<file path="src/hw/ivs_pkg.sv">
/*
  Package for the interrupt vector and sleep control block: vector addresses,
  priorities, sleep mode codes, bus carriers and the bootloader key values.
  Assumes a 16-bit address space with vectors at the top of memory.
*/
package ivs_pkg;

  // vector word addresses
  localparam logic [15:0] VEC_RESET      = 16'hfffe;
  localparam logic [15:0] VEC_NMI        = 16'hfffc;
  localparam logic [15:0] VEC_T1_CMP0    = 16'hfffa;
  localparam logic [15:0] VEC_T1_OTHER   = 16'hfff8;
  localparam logic [15:0] VEC_WDT_INTV   = 16'hfff4;
  localparam logic [15:0] VEC_T0_CMP0    = 16'hfff2;
  localparam logic [15:0] VEC_T0_OTHER   = 16'hfff0;
  localparam logic [15:0] VEC_SER_RX     = 16'hffee;
  localparam logic [15:0] VEC_SER_TX     = 16'hffec;
  localparam logic [15:0] VEC_CONV       = 16'hffea;
  localparam logic [15:0] VEC_PORT2      = 16'hffe6;
  localparam logic [15:0] VEC_PORT1      = 16'hffe4;
  localparam logic [15:0] VEC_BSL_KEY    = 16'hffde;
  localparam logic [15:0] VEC_AREA_LO    = 16'hffc0;

  // priorities
  localparam logic [4:0] PRI_RESET    = 5'h1f;
  localparam logic [4:0] PRI_NMI      = 5'h1e;
  localparam logic [4:0] PRI_T1_CMP0  = 5'h1d;
  localparam logic [4:0] PRI_T1_OTHER = 5'h1c;
  localparam logic [4:0] PRI_WDT_INTV = 5'h1a;
  localparam logic [4:0] PRI_T0_CMP0  = 5'h19;
  localparam logic [4:0] PRI_T0_OTHER = 5'h18;
  localparam logic [4:0] PRI_SER_RX   = 5'h17;
  localparam logic [4:0] PRI_SER_TX   = 5'h16;
  localparam logic [4:0] PRI_CONV     = 5'h15;
  localparam logic [4:0] PRI_PORT2    = 5'h13;
  localparam logic [4:0] PRI_PORT1    = 5'h12;

  // register space limit for reset on fetch, erased word and bootloader key values
  localparam logic [15:0] REG_SPACE_HI  = 16'h01ff;
  localparam logic [15:0] ERASED_WORD   = 16'hffff;
  localparam logic [15:0] BSL_DISABLE   = 16'haa55;
  localparam logic [15:0] BSL_NO_ERASE  = 16'h0000;

  // serial modes
  localparam logic [1:0] SER_UART = 2'h0;
  localparam logic [1:0] SER_SPI  = 2'h1;
  localparam logic [1:0] SER_I2C  = 2'h2;

  // sleep mode request codes from the core
  typedef enum logic [2:0] {
    IVS_ACTIVE  = 3'h0,
    IVS_SLEEP_A = 3'h1,
    IVS_SLEEP_B = 3'h3,
    IVS_SLEEP_C = 3'h2,
    IVS_SLEEP_D = 3'h6,
    IVS_SLEEP_E = 3'h7
  } ivs_mode_t;

  // vector fetch sequencer states
  typedef enum logic [1:0] {
    IVS_ST_RUN   = 2'h0,
    IVS_ST_FETCH = 2'h1,
    IVS_ST_HAND  = 2'h3,
    IVS_ST_BOOT  = 2'h2
  } ivs_state_t;

  // clock gates driven out
  typedef struct packed {
    logic cpu_run;
    logic main_clk_en;
    logic sub_main_clk_en;
    logic aux_clk_en;
    logic osc_bias_en;
    logic crystal_en;
  } ivs_clk_t;

  // reset flag bundle
  typedef struct packed {
    logic power_on_flag;
    logic pin_reset_flag;
    logic watchdog_flag;
    logic osc_fault_flag;
  } ivs_rstf_t;

  // reset values of the reset flags
  localparam ivs_rstf_t RSTF_INIT = 4'b1001;

  // selected vector
  typedef struct packed {
    logic        valid;
    logic [4:0]  prio;
    logic [15:0] addr;
  } ivs_vec_t;

endpackage

</file>
<file path="src/hw/ivs_prio.sv">
/*
  Priority picker: chooses the highest-priority pending request and gives its
  vector address. Assumes request vector sorted by priority, bit 0 lowest.
*/
`timescale 1ns/10ps
module ivs_prio
  import ivs_pkg::*;
#(
  parameter int N = 12
) (
  input  wire logic [N-1:0]       req,
  input  wire logic [N*16-1:0]    addrs,
  input  wire logic [N*5-1:0]     prios,
  output ivs_vec_t                pick
);

  // scan upward so the last (highest) set bit wins
  always_comb begin
    pick = '0;
    for (int i = 0; i < N; i++) begin
      if (req[i]) begin
        pick.valid = 1'b1;
        pick.addr  = addrs[i*16 +: 16];
        pick.prio  = prios[i*5 +: 5];
      end
    end
  end

endmodule

</file>
<file path="src/hw/ivs_top.sv">
/*
  Interrupt vectoring and sleep control for a small 16-bit core.
  Collects reset, non-maskable and maskable requests, picks the highest
  priority, fetches its vector word and gates clocks per sleep mode.
  Assumes request inputs are synchronous to core_clk, one-cycle ack from core.
*/
// How it works
// - any interrupt wakes; sleep mode restored after return
// - active operation keeps every clock running
// - level a: cpu, main clock stop
// - level b: also bias off if unused
// - level c: main, sub-main off, bias on
// - level d: only auxiliary clock left running
// - deepest: all clocks, bias, crystal stopped
// - vectors at top words hold handler address
// - erased reset vector forces deepest sleep
// - all reset sources share top vector
// - fetch from register or unused space resets
// - non-maskable group: own enables, ignores global
// - timer and watchdog vectors at fixed priorities
// - serial, converter, port vectors fixed priorities
// - receive vector flags depend on serial mode
// - transmit vector flags depend on serial mode
// - bootloader key disables loader or erase
// - lowest vector range left for program code
// - power-on, osc fault flags set after reset
`timescale 1ns/10ps
module ivs_top
  import ivs_pkg::*;
#(
  parameter bit HAS_CONV  = 1'b1,
  parameter int CODE_LO   = 16'hc000
) (
  input  wire logic        core_clk,
  input  wire logic        sys_rst,
  // reset causes
  input  wire logic        pin_reset_evt,
  input  wire logic        watchdog_evt,
  input  wire logic        flash_key_violation_flag,
  input  wire logic        rst_flag_clr,
  // fetch address watch
  input  wire logic        fetch_valid,
  input  wire logic [15:0] fetch_addr,
  // non-maskable group
  input  wire logic        pin_nmi_flag,
  input  wire logic        osc_fault_evt,
  input  wire logic        flash_access_violation_flag,
  input  wire logic        nmi_en,
  input  wire logic        osc_fault_en,
  input  wire logic        acc_viol_en,
  // maskable sources (flag and enable already combined by peripheral)
  input  wire logic        t1_compare_event_flag,
  input  wire logic        t1_other_flags,
  input  wire logic        wdt_interval_flag,
  input  wire logic        t0_compare_event_flag,
  input  wire logic        t0_other_flags,
  input  wire logic [1:0]  serial_b_mode,
  input  wire logic        serial_a_rx_flag,
  input  wire logic        serial_a_tx_flag,
  input  wire logic        serial_b_rx_flag,
  input  wire logic        serial_b_tx_flag,
  input  wire logic        arbitration_lost_flag,
  input  wire logic        not_ack_flag,
  input  wire logic        start_seen_flag,
  input  wire logic        stop_seen_flag,
  input  wire logic        converter_done_flag,
  input  wire logic [7:0]  port2_edge_flags,
  input  wire logic [7:0]  port1_edge_flags,
  input  wire logic        global_int_en,
  // core side
  input  ivs_mode_t        sleep_req,
  input  wire logic        dco_used_active,
  input  wire logic        int_ack,
  input  wire logic        int_return,
  // vector programming
  input  wire logic        vec_wr_en,
  input  wire logic [4:0]  vec_wr_idx,
  input  wire logic [15:0] vec_wr_data,
  // outputs
  output logic             core_reset,
  output logic             int_pending,
  output logic [15:0]      vec_addr,
  output logic [15:0]      vec_data,
  output logic             vec_ready,
  output logic [4:0]       vec_prio,
  output ivs_clk_t         clk_ctl,
  output ivs_mode_t        mode_now,
  output ivs_rstf_t        rst_flags,
  output logic             bsl_disabled,
  output logic             bsl_no_erase
);

  localparam int NREQ = 12;

  ////////////////////////////////////////////////////////////////////////////
  // state

  ivs_state_t  state;
  ivs_state_t  next_state;
  ivs_mode_t   saved_mode;
  ivs_mode_t   cur_mode;
  ivs_mode_t   next_mode;
  logic        data_ok;
  logic        bad_fetch;
  logic        reset_hold;
  logic [15:0] rom_q;
  logic [4:0]  rom_idx;
  logic [15:0] key_word;
  ivs_vec_t    pick;

  ////////////////////////////////////////////////////////////////////////////
  // address helpers

  // word index into the vector area
  function automatic logic [4:0] vec_index(input logic [15:0] a);
    logic [15:0] d;
    d = a - VEC_AREA_LO;
    return d[5:1];
  endfunction

  // outside code, info, ram and vector area is unused
  function automatic logic unused_space(input logic [15:0] a);
    return (a <= REG_SPACE_HI)
      || (a > 16'h03ff && a < 16'h1000)
      || (a > 16'h10ff && a < CODE_LO[15:0]);
  endfunction

  ////////////////////////////////////////////////////////////////////////////
  // request collection

  wire rx_group = (serial_b_mode == SER_I2C) ?
                  (arbitration_lost_flag | not_ack_flag | start_seen_flag | stop_seen_flag) :
                  (serial_a_rx_flag | (serial_b_mode == SER_SPI && serial_b_rx_flag));
  wire tx_group = (serial_b_mode == SER_I2C) ?
                  (serial_a_tx_flag | serial_b_rx_flag | serial_b_tx_flag) :
                  (serial_a_tx_flag | serial_b_tx_flag);

  // non-maskable ignores the global enable
  wire nmi_req = (pin_nmi_flag & nmi_en) | (rst_flags.osc_fault_flag & osc_fault_en)
               | (flash_access_violation_flag & acc_viol_en);
  wire gie     = global_int_en;

  // requests sorted lowest priority first; reset handled separately
  wire [NREQ-1:0] req = {
    nmi_req,
    gie & t1_compare_event_flag,
    gie & t1_other_flags,
    gie & wdt_interval_flag,
    gie & t0_compare_event_flag,
    gie & t0_other_flags,
    gie & rx_group,
    gie & tx_group,
    gie & HAS_CONV & converter_done_flag,
    gie & (|port2_edge_flags),
    gie & (|port1_edge_flags),
    1'b0
  };
  // nothing below priority 18 is requested, lowest range free for code
  wire [NREQ*16-1:0] addrs = {VEC_NMI, VEC_T1_CMP0, VEC_T1_OTHER, VEC_WDT_INTV,
                              VEC_T0_CMP0, VEC_T0_OTHER, VEC_SER_RX, VEC_SER_TX,
                              VEC_CONV, VEC_PORT2, VEC_PORT1, VEC_RESET};
  wire [NREQ*5-1:0]  prios = {PRI_NMI, PRI_T1_CMP0, PRI_T1_OTHER, PRI_WDT_INTV,
                              PRI_T0_CMP0, PRI_T0_OTHER, PRI_SER_RX, PRI_SER_TX,
                              PRI_CONV, PRI_PORT2, PRI_PORT1, PRI_RESET};

  ivs_prio #(
    .N     (NREQ)
  ) u_prio (
    .req   (req),
    .addrs (addrs),
    .prios (prios),
    .pick  (pick)
  );

  ////////////////////////////////////////////////////////////////////////////
  // vector memory

  wire [4:0] pick_idx = vec_index(pick.addr);
  assign rom_idx = (state == IVS_ST_BOOT || reset_hold) ? vec_index(VEC_RESET) : pick_idx;

  ivs_vecrom #(
    .DEPTH   (32)
  ) u_rom (
    .core_clk(core_clk),
    .wr_en   (vec_wr_en),
    .wr_idx  (vec_wr_idx),
    .wr_data (vec_wr_data),
    .rd_idx  (rom_idx),
    .rd_data (rom_q)
  );

  ////////////////////////////////////////////////////////////////////////////
  // reset sources

  // every reset cause funnels into the single top vector
  assign bad_fetch = fetch_valid & unused_space(fetch_addr);
  wire   any_reset = pin_reset_evt | watchdog_evt | flash_key_violation_flag | bad_fetch;

  // flags: hardware set beats software clear
  always_ff @(posedge core_clk or posedge sys_rst) begin
    if (sys_rst) begin
      rst_flags <= RSTF_INIT;
    end else begin
      if (rst_flag_clr) rst_flags <= '0;
      if (pin_reset_evt) rst_flags.pin_reset_flag <= 1'b1;
      if (watchdog_evt | flash_key_violation_flag) rst_flags.watchdog_flag <= 1'b1;
      if (osc_fault_evt) rst_flags.osc_fault_flag <= 1'b1;
    end
  end

  // internal reset held one cycle, then boot sequence refetches
  always_ff @(posedge core_clk or posedge sys_rst) begin
    if (sys_rst) begin
      reset_hold <= 1'b1;
    end else begin
      reset_hold <= any_reset;
    end
  end
  assign core_reset = reset_hold;

  ////////////////////////////////////////////////////////////////////////////
  // sequencer

  // boot reads the reset vector; erased word means sleep at once
  always_comb begin
    next_state = state;
    next_mode  = cur_mode;
    case (state)
      IVS_ST_BOOT: begin
        if (!reset_hold) begin
          next_state = IVS_ST_RUN;
          next_mode  = (rom_q == ERASED_WORD) ? IVS_SLEEP_E : IVS_ACTIVE;
        end
      end
      IVS_ST_RUN: begin
        if (pick.valid) begin
          next_state = IVS_ST_FETCH;
          next_mode  = IVS_ACTIVE;
        end else begin
          next_mode  = (cur_mode == IVS_ACTIVE || sleep_req == IVS_ACTIVE) ? sleep_req : cur_mode;
        end
      end
      IVS_ST_FETCH: begin
        if (int_ack && data_ok) begin
          next_state = IVS_ST_HAND;
        end
      end
      IVS_ST_HAND: begin
        if (int_return) begin
          next_state = IVS_ST_RUN;
          next_mode  = saved_mode;
        end
      end
      default: begin
        next_state = IVS_ST_BOOT;
      end
    endcase
  end

  // sequencer registers
  always_ff @(posedge core_clk or posedge sys_rst) begin
    if (sys_rst) begin
      state <= IVS_ST_BOOT;
      cur_mode <= IVS_ACTIVE;
      saved_mode <= IVS_ACTIVE;
      data_ok <= 1'b0;
    end else if (reset_hold) begin
      state <= IVS_ST_BOOT;
      cur_mode <= IVS_ACTIVE;
      data_ok <= 1'b0;
    end else begin
      state <= next_state;
      cur_mode <= next_mode;
      if (state == IVS_ST_RUN && pick.valid) saved_mode <= cur_mode;
      data_ok <= (state == IVS_ST_FETCH) && (next_state == IVS_ST_FETCH); // word loaded
    end
  end

  // vector outputs from flops
  always_ff @(posedge core_clk or posedge sys_rst) begin
    if (sys_rst) begin
      vec_addr <= '0;
      vec_prio <= '0;
      vec_data <= '0;
      key_word <= '0;
    end else begin
      if (state == IVS_ST_RUN && pick.valid) begin
        vec_addr <= pick.addr;
        vec_prio <= pick.prio;
      end
      if (state == IVS_ST_FETCH && !data_ok) vec_data <= rom_q;
      if (vec_wr_en && vec_wr_idx == vec_index(VEC_BSL_KEY)) key_word <= vec_wr_data;
    end
  end

  assign int_pending = (state == IVS_ST_FETCH);
  // offered only once the word has landed, so an ack never takes a stale vector
  assign vec_ready   = (state == IVS_ST_FETCH) && data_ok;
  assign mode_now    = cur_mode;

  // bootloader key decode
  assign bsl_disabled = (key_word == BSL_DISABLE);
  assign bsl_no_erase = (key_word == BSL_NO_ERASE);

  ////////////////////////////////////////////////////////////////////////////
  // clock gating per mode

  wire sleeping = (cur_mode != IVS_ACTIVE);
  always_comb begin
    clk_ctl = '1;
    case (cur_mode)
      IVS_SLEEP_A: begin
        clk_ctl.cpu_run     = 1'b0;
        clk_ctl.main_clk_en = 1'b0;
      end
      IVS_SLEEP_B: begin
        clk_ctl.cpu_run     = 1'b0;
        clk_ctl.main_clk_en = 1'b0;
        clk_ctl.osc_bias_en = dco_used_active;
      end
      IVS_SLEEP_C: begin
        clk_ctl.cpu_run         = 1'b0;
        clk_ctl.main_clk_en     = 1'b0;
        clk_ctl.sub_main_clk_en = 1'b0;
      end
      IVS_SLEEP_D: begin
        clk_ctl.cpu_run         = 1'b0;
        clk_ctl.main_clk_en     = 1'b0;
        clk_ctl.sub_main_clk_en = 1'b0;
        clk_ctl.osc_bias_en     = 1'b0;
      end
      IVS_SLEEP_E: begin
        clk_ctl = '0;
      end
      default: begin
        clk_ctl.cpu_run = ~sleeping;
      end
    endcase
  end

endmodule

</file>
<file path="src/hw/ivs_vecrom.sv">
/*
  Vector memory: holds the 32 vector words at the top of memory, written by
  the programming path, read through a registered port.
  Assumes word index = (address - lowest vector address) / 2.
*/
`timescale 1ns/10ps
module ivs_vecrom
  import ivs_pkg::*;
#(
  parameter int DEPTH = 32
) (
  input  wire logic                     core_clk,
  input  wire logic                     wr_en,
  input  wire logic [$clog2(DEPTH)-1:0] wr_idx,
  input  wire logic [15:0]              wr_data,
  input  wire logic [$clog2(DEPTH)-1:0] rd_idx,
  output logic      [15:0]              rd_data
);

  logic [15:0] mem [DEPTH];

  // erased flash content at power-up, so an empty part sleeps
  initial begin
    for (int i = 0; i < DEPTH; i++) begin
      mem[i] = ERASED_WORD;
    end
  end

  // one write port, registered read
  always_ff @(posedge core_clk) begin
    if (wr_en) begin
      mem[wr_idx] <= wr_data;
    end
    rd_data <= mem[rd_idx];
  end

endmodule

</file>
<file path="config.mk">
export PLATFORM = sky130hd
export DESIGN_NAME = ivs_top
export DESIGN_NICKNAME = d
export VERILOG_FILES = /design/src/hw/ivs_pkg.sv /design/src/hw/ivs_prio.sv /design/src/hw/ivs_top.sv /design/src/hw/ivs_vecrom.sv
export SDC_FILE = /design/constraint.sdc
export NUM_CORES = 1
export LEC_CHECK = 0
export BUFFER_PORTS_ARGS = -buffer_cell sky130_fd_sc_hd__buf_4
export CAP_MARGIN = 20
export CORE_MARGIN = 2
export CORE_UTILIZATION = 61
export DETAILED_ROUTE_END_ITERATION = 8
export PLACE_DENSITY = 0.8
export SLEW_MARGIN = 20
export SYNTH_ARGS = -nofsm -noshare
export SYNTH_HDL_FRONTEND = slang
export SYNTH_HIERARCHICAL = 1
export SYNTH_SLANG_ARGS = --single-unit
</file>
<file path="constraint.sdc">
create_clock -name core_clk -period 3.6 [get_ports core_clk]
set_clock_uncertainty 0.1 [all_clocks]
set_input_delay 0.54 -clock core_clk [delete_from_list [all_inputs] [get_ports core_clk]]
set_output_delay 0.54 -clock core_clk [all_outputs]
set_load 0.005 [all_outputs]
</file>
# Yosys cells after proc, flatten, opt, wreduce, memory -nomap -nowiden
# Memory sizes are Yosys's and may differ from the RTL's. A register that Yosys moved wholly into a read port is not among the register bits.
# Cells that the tools add are included.
# word_totals
ff_bits,67
mem_bits_rw,512
inputBits,90
wordCells,133
n_memories,1
# mem_list
name,depth,word_bits,read_ports,rd_ports_with_merged_regs,write_ports,line,source
u_rom.mem,32,16,1,1,1,ivs_vecrom.sv:20,logic [15:0] mem [DEPTH];
# op_classes
addsub,1
n_lt_le_gt_ge,5
eq_ne,16
n_mux,38
bitwise,29
reduce_logical,30
# ops
op,n
22-bit two-way mux,11
16-bit equality test (second input constant),2
3-bit two-way mux,6
16-bit by 10-bit greater-than comparator with 1-bit output (second input constant),1
16-bit by 13-bit greater-than comparator with 1-bit output (second input constant),1
16-bit by 9-bit less-or-equal comparator with 1-bit output (second input constant),1
16-bit logical NOT,1
16-bit by 13-bit < comparator with 1-bit output (second input constant),1
16-bit < comparator (second input constant),1
8-bit OR reduction,2
1-bit AND,14
1-bit bitwise OR,13
1-bit two-way mux,12
2-bit two-way mux,5
1-bit logical AND,9
3-bit case mux with 3 select lines,1
2-bit case mux with 4 select lines,1
2-bit by 1-bit equality test with 1-bit output (second input constant),3
2-bit equality test (second input constant),3
3-bit by 2-bit equality test with 1-bit output (second input constant),2
3-bit equality test (second input constant),2
3-bit logical NOT,2
2-bit nonzero test,3
6-bit by 1-bit subtractor with 6-bit output (second input constant),1
other kinds (17),21

# Longest topological paths before layout
# depth
ltp_word,18
depth_mapped,18
mapped_depth_nobuf,14

# By module
# The synthesis kept the hierarchy.
# modules_own_cells
module,n_inst,cells_each,area_per_inst_um2
ivs_vecrom,1,1143,20535.9
ivs_top,1,232,3004.1
ivs_prio,1,292,1973.1

# Worst setup path before layout
# OpenSTA, ideal clock, no wires.
# synth_timing
path_kind,input port to flip-flop
from,input not_ack_flag
to,"register u_rom.rd_data[1], read port of u_rom.mem"
setup_ns,0.124
arrival_ns,3.246
path_slack_ns,0.129
path_stages,18
n_path_buf,5
cell_sequence,nor4_1 > o22ai_1 > a21oi_1 > nor2b_1 > or2_1 > buf_6 > a221oi_1 > o21ai_1 > a221o_1 > or3_1 > buf_4 > buf_12 > buf_8 > buf_6 > mux2i_1 > nand2_1 > a31oi_1 > nand3_1
# synth_lines
element,line,source
start: declaration,ivs_top.sv:63,"input wire logic not_ack_flag,"
end: declaration,ivs_vecrom.sv:17,output logic [15:0] rd_data

==> summary.md <==
| Metric | Value |
|---|---|
| Via count | `16800` |
| RSZ-0062 raised after global routing | `true` |
| # Max-Cap Violations | `0` |
| Status | `finished, violations left` |
| CP endpoint kind | `flop` |
| Buffers added on ports | `136` |
| Yosys warns | `6` |
| VDD IR max | `0.454 mV` |
| Crit-path cells | `buf_4 > nor4_4 > o22ai_1 > a21oi_1 > nor2b_1 > or2_4 > a221oi_2 > o21ai_1 > a221o_1 > or3_4 > buf_12 > buf_4 > mux2i_2 > a22o_1 > nor3_1 > a31oi_2 > nand3_1` |
| Die Height | `roughly 210 µm` |
| P_leak | `13.0 nW` |
| Number of global-route vias before repair | `about 17000` |
| Slew Viols, Final | `21` |
| Core box area | `41000 µm²` |
| Cells after Synth | `about 1700` |
| Primary FF master, synth | `edfxtp_1` |
| Hold Path Class | `in2reg` |
| Layout area overhead | `21.8%` |
| Synth async-reset ratio | `11.3%` |
| CTS tree | `built` |
| DP HPWL | `around 40000 µm` |
| Critical path's slowest cell | `or3_4` |
| Slew @ Worst Pin | `1.61 ns` |
| Most frequent CP cell | `buf_4` |
| Inserted Clock Buffers | `57` |
| Max incr delay on CP | `0.52 ns` |
| Die width | `209 µm` |
| Pwr Total | `between 10 and 15 mW` |
| Post-synthesis register bit count | `595` |
| PD cells | `465 nW/µm²` |
| Placed instance area | `between 20000 and 30000 µm²` |
| Critical path's top delay family | `compound AO/OA/AOI/OAI gates` |
| H-tree levels | `2` |
| Row count | `74` |
| Total gr overflow | `0` |
| 1st-pass router iterations | `5` |
| Tcrit/Tclk final | `about 98%` |
| CP bufs+invs | `3` |
| Critical path peak fanout | `16` |
| Worst-path clk slew | `0.06 ns` |
| Final Hold Fails | `0` |
| Antenna-violating nets left | `0` |
| Longest Clk Path Bufs | `3` |
| DRC | `0` |
| Avg Inst Size Synth | `~15 µm²` |
| Achievable frequency | `282 MHz` |
| Commonest cells after routing, fill and taps aside | `edfxtp_1 (512), buf_4 (273), conb_1 (255)` |
| First-pass GRT wire length | `between 90000 and 100000 µm` |
| Fillers | `2353` |
| Initial Util | `62.2%` |
| Post-layout min period | `about 3.5 ns` |
| Tot GR Track Use | `29.0%` |
| Most common cell after layout, fill and taps aside | `edfxtp_1` |
| Nets | `approximately 2300` |
| Ant diodes | `0` |
| Crit Path Class | `in2reg` |
| EDFF count, synth | `512` |
| Die ar. | `43500 µm²` |
| Slew headroom | `-7.59%` |
| IO Pins | `145` |
| Crit path launch type | `input pin` |
| Critical Path RT | `4.01 ns` |
| Wire length per cell | `23.6 µm` |
| Total Routed Length | `between 60000 and 70000 µm` |
| Clk Latency, worst-skew pair | `roughly 0.64 ns` |
| Routability cong. | `0.879` |
| Final setup viols | `0` |
| Distinct cells, synth | `64` |
| Setup tns final | `0 ns` |
| Post-Layout Inst Area | `31100 µm²` |
| Pin count of the biggest net entering global routing | `68` |
| Arr. time, crit path | `3.96 ns` |
| Vias per inst | `6.10` |
| CTS sink cnt | `595` |
| Layout cells sized above 1 | `between 20% and 30%` |
| Seq/Total Area, Yosys | `between 60% and 70%` |
| Initial antenna violation count | `0` |
| Violated checks | `slew limit` |
| Cell Area, Synth | `25500 µm²` |
| Reg2Reg Setup Slack | `0.07 ns` |
| CTS Root Cell | `clkbuf_16` |
| DRT iter0 DRCs | `1695` |
==> metrics by stage <==
step / cells / hold WS (ns) / setup slack (ns) / utilization, %
floorplan: 1920 / 0.362 / 0.129 / -
global placement: 2632 / 0.368 / -0.620 / 70.2
detailed placement: 2632 / 0.374 / -0.706 / 70.2
CTS: 2739 / 0.0310 / 0.00332 / 74.7
global route: 2752 / 0.0416 / -0.116 / 75.8
finish: 2752 / 0.0479 / 0.0550 / 75.8
==> power by group <==
part	switching [mW]	total, mW	leakage, nW	internal [mW]
clock	2.53	5.67	0.857	3.14
sequential	0.103	7.78	5.60	7.68
combinational	0.544	0.986	6.52	0.442
total	3.18	14.4	13.0	11.3
==> path summary, 6_finish.rpt <==
| check | startpoint | end | cells past startpoint |
|---|---|---|---|
| hold reg to reg | rst_flags[3]$_DFFE_PP1P_ | rst_flags[3]$_DFFE_PP1P_ | 1 |
| setup / recovery | not_ack_flag | u_rom/rd_data[12]$_DFF_P_ | 17 |
| min in group asynchronous | sys_rst | key_word[10]$_DFFE_PP0P_ | 3 |
| hold / removal | osc_fault_evt | rst_flags[0]$_DFFE_PP1P_ | 2 |
| max in group asynchronous | sys_rst | vec_data[12]$_DFFE_PP0P_ | 3 |
| setup reg to reg | rst_flags[0]$_DFFE_PP1P_ | u_rom/rd_data[8]$_DFF_P_ | 13 |
==> cell usage after synthesis (all sizes together) (23+ instances only) <==
| cell type | instances | area (µm²) |
|---|---|---|
| a21oi | 38 | 190 |
| a221oi | 44 | 498 |
| a22o | 35 | 309 |
| a22oi | 80 | 601 |
| buf | 78 | 641 |
| clkbuf | 33 | 124 |
| dfrtp | 63 | 1580 |
| edfxtp | 512 | 15400 |
| mux2 | 56 | 631 |
| mux2i | 257 | 2570 |
| nand2 | 67 | 251 |
| nand3 | 37 | 185 |
| nand4 | 23 | 144 |
| nor2 | 44 | 180 |
| nor3 | 47 | 235 |
| o21ai | 44 | 220 |
| o22ai | 34 | 213 |
==> kinds of logic after synthesis <==
| logic type | synth area share (%) |
|---|---|
| AND/OR/NAND/NOR | 5.58 |
| other | 0.0294 |
| adder cells (fa/ha/maj) | 0.196 |
| buffers and inverters | 3.23 |
| multiplexers | 12.6 |
| flip-flops | 68.1 |
| AO/OA/AOI/OAI | 10.3 |
==> metal layers <==
metal  track usage [%]  wire length, µm  up-vias
met3              4.91             5600      142
met2              50.2            33200      928
met5                 0                0        -
li1                  -                -     7431
met4              10.7             2160        0
met1              37.1            24000     8285
==> sequential cells by signal (all words and copies together), names as in the netlist, 4 cells and up <==
signal	cells
u_rom/mem	512
key_word	16
u_rom/rd_data	16
vec_addr	16
vec_data	16
vec_prio	5
rst_flags	4
==> area by class of cell <==
class	instances	area, µm²	share of cell area [%]
Sequential cell	595	17400	55.9
Multi-Input combinational cell	1198	8550	27.5
Clock buffer	69	1470	4.74
Clock inverter	37	310	0.999
Tap cell	532	666	2.14
Timing Repair Buffer	305	2640	8.49
Inverter	16	60.1	0.193
==> worst register-to-register path: stages, from the launching register on <==
cell and delay (ns):
dfstp_2 0.38, a222oi_1 0.29, inv_1 0.15, or3_1 0.41, nor3_1 0.29, a221o_1 0.21
or3_4 0.29, buf_12 0.20, buf_4 0.21, mux2i_4 0.26, a21oi_2 0.11, a31oi_4 0.27
buf_4 0.19, nand3_1 0.10
==> repair_timing <==
action                                 in CTS  in global routing
endpoints found under the hold margin       1                  0
gates cloned                                0                  2
setup endpoints to repair                  11                 16
setup buffers                               0                 11
pin swaps                                   0                 18
hold buffers                                1                  0
gates resized for setup                     6                 60
Note: power is estimated with default switching activity, not from simulation.
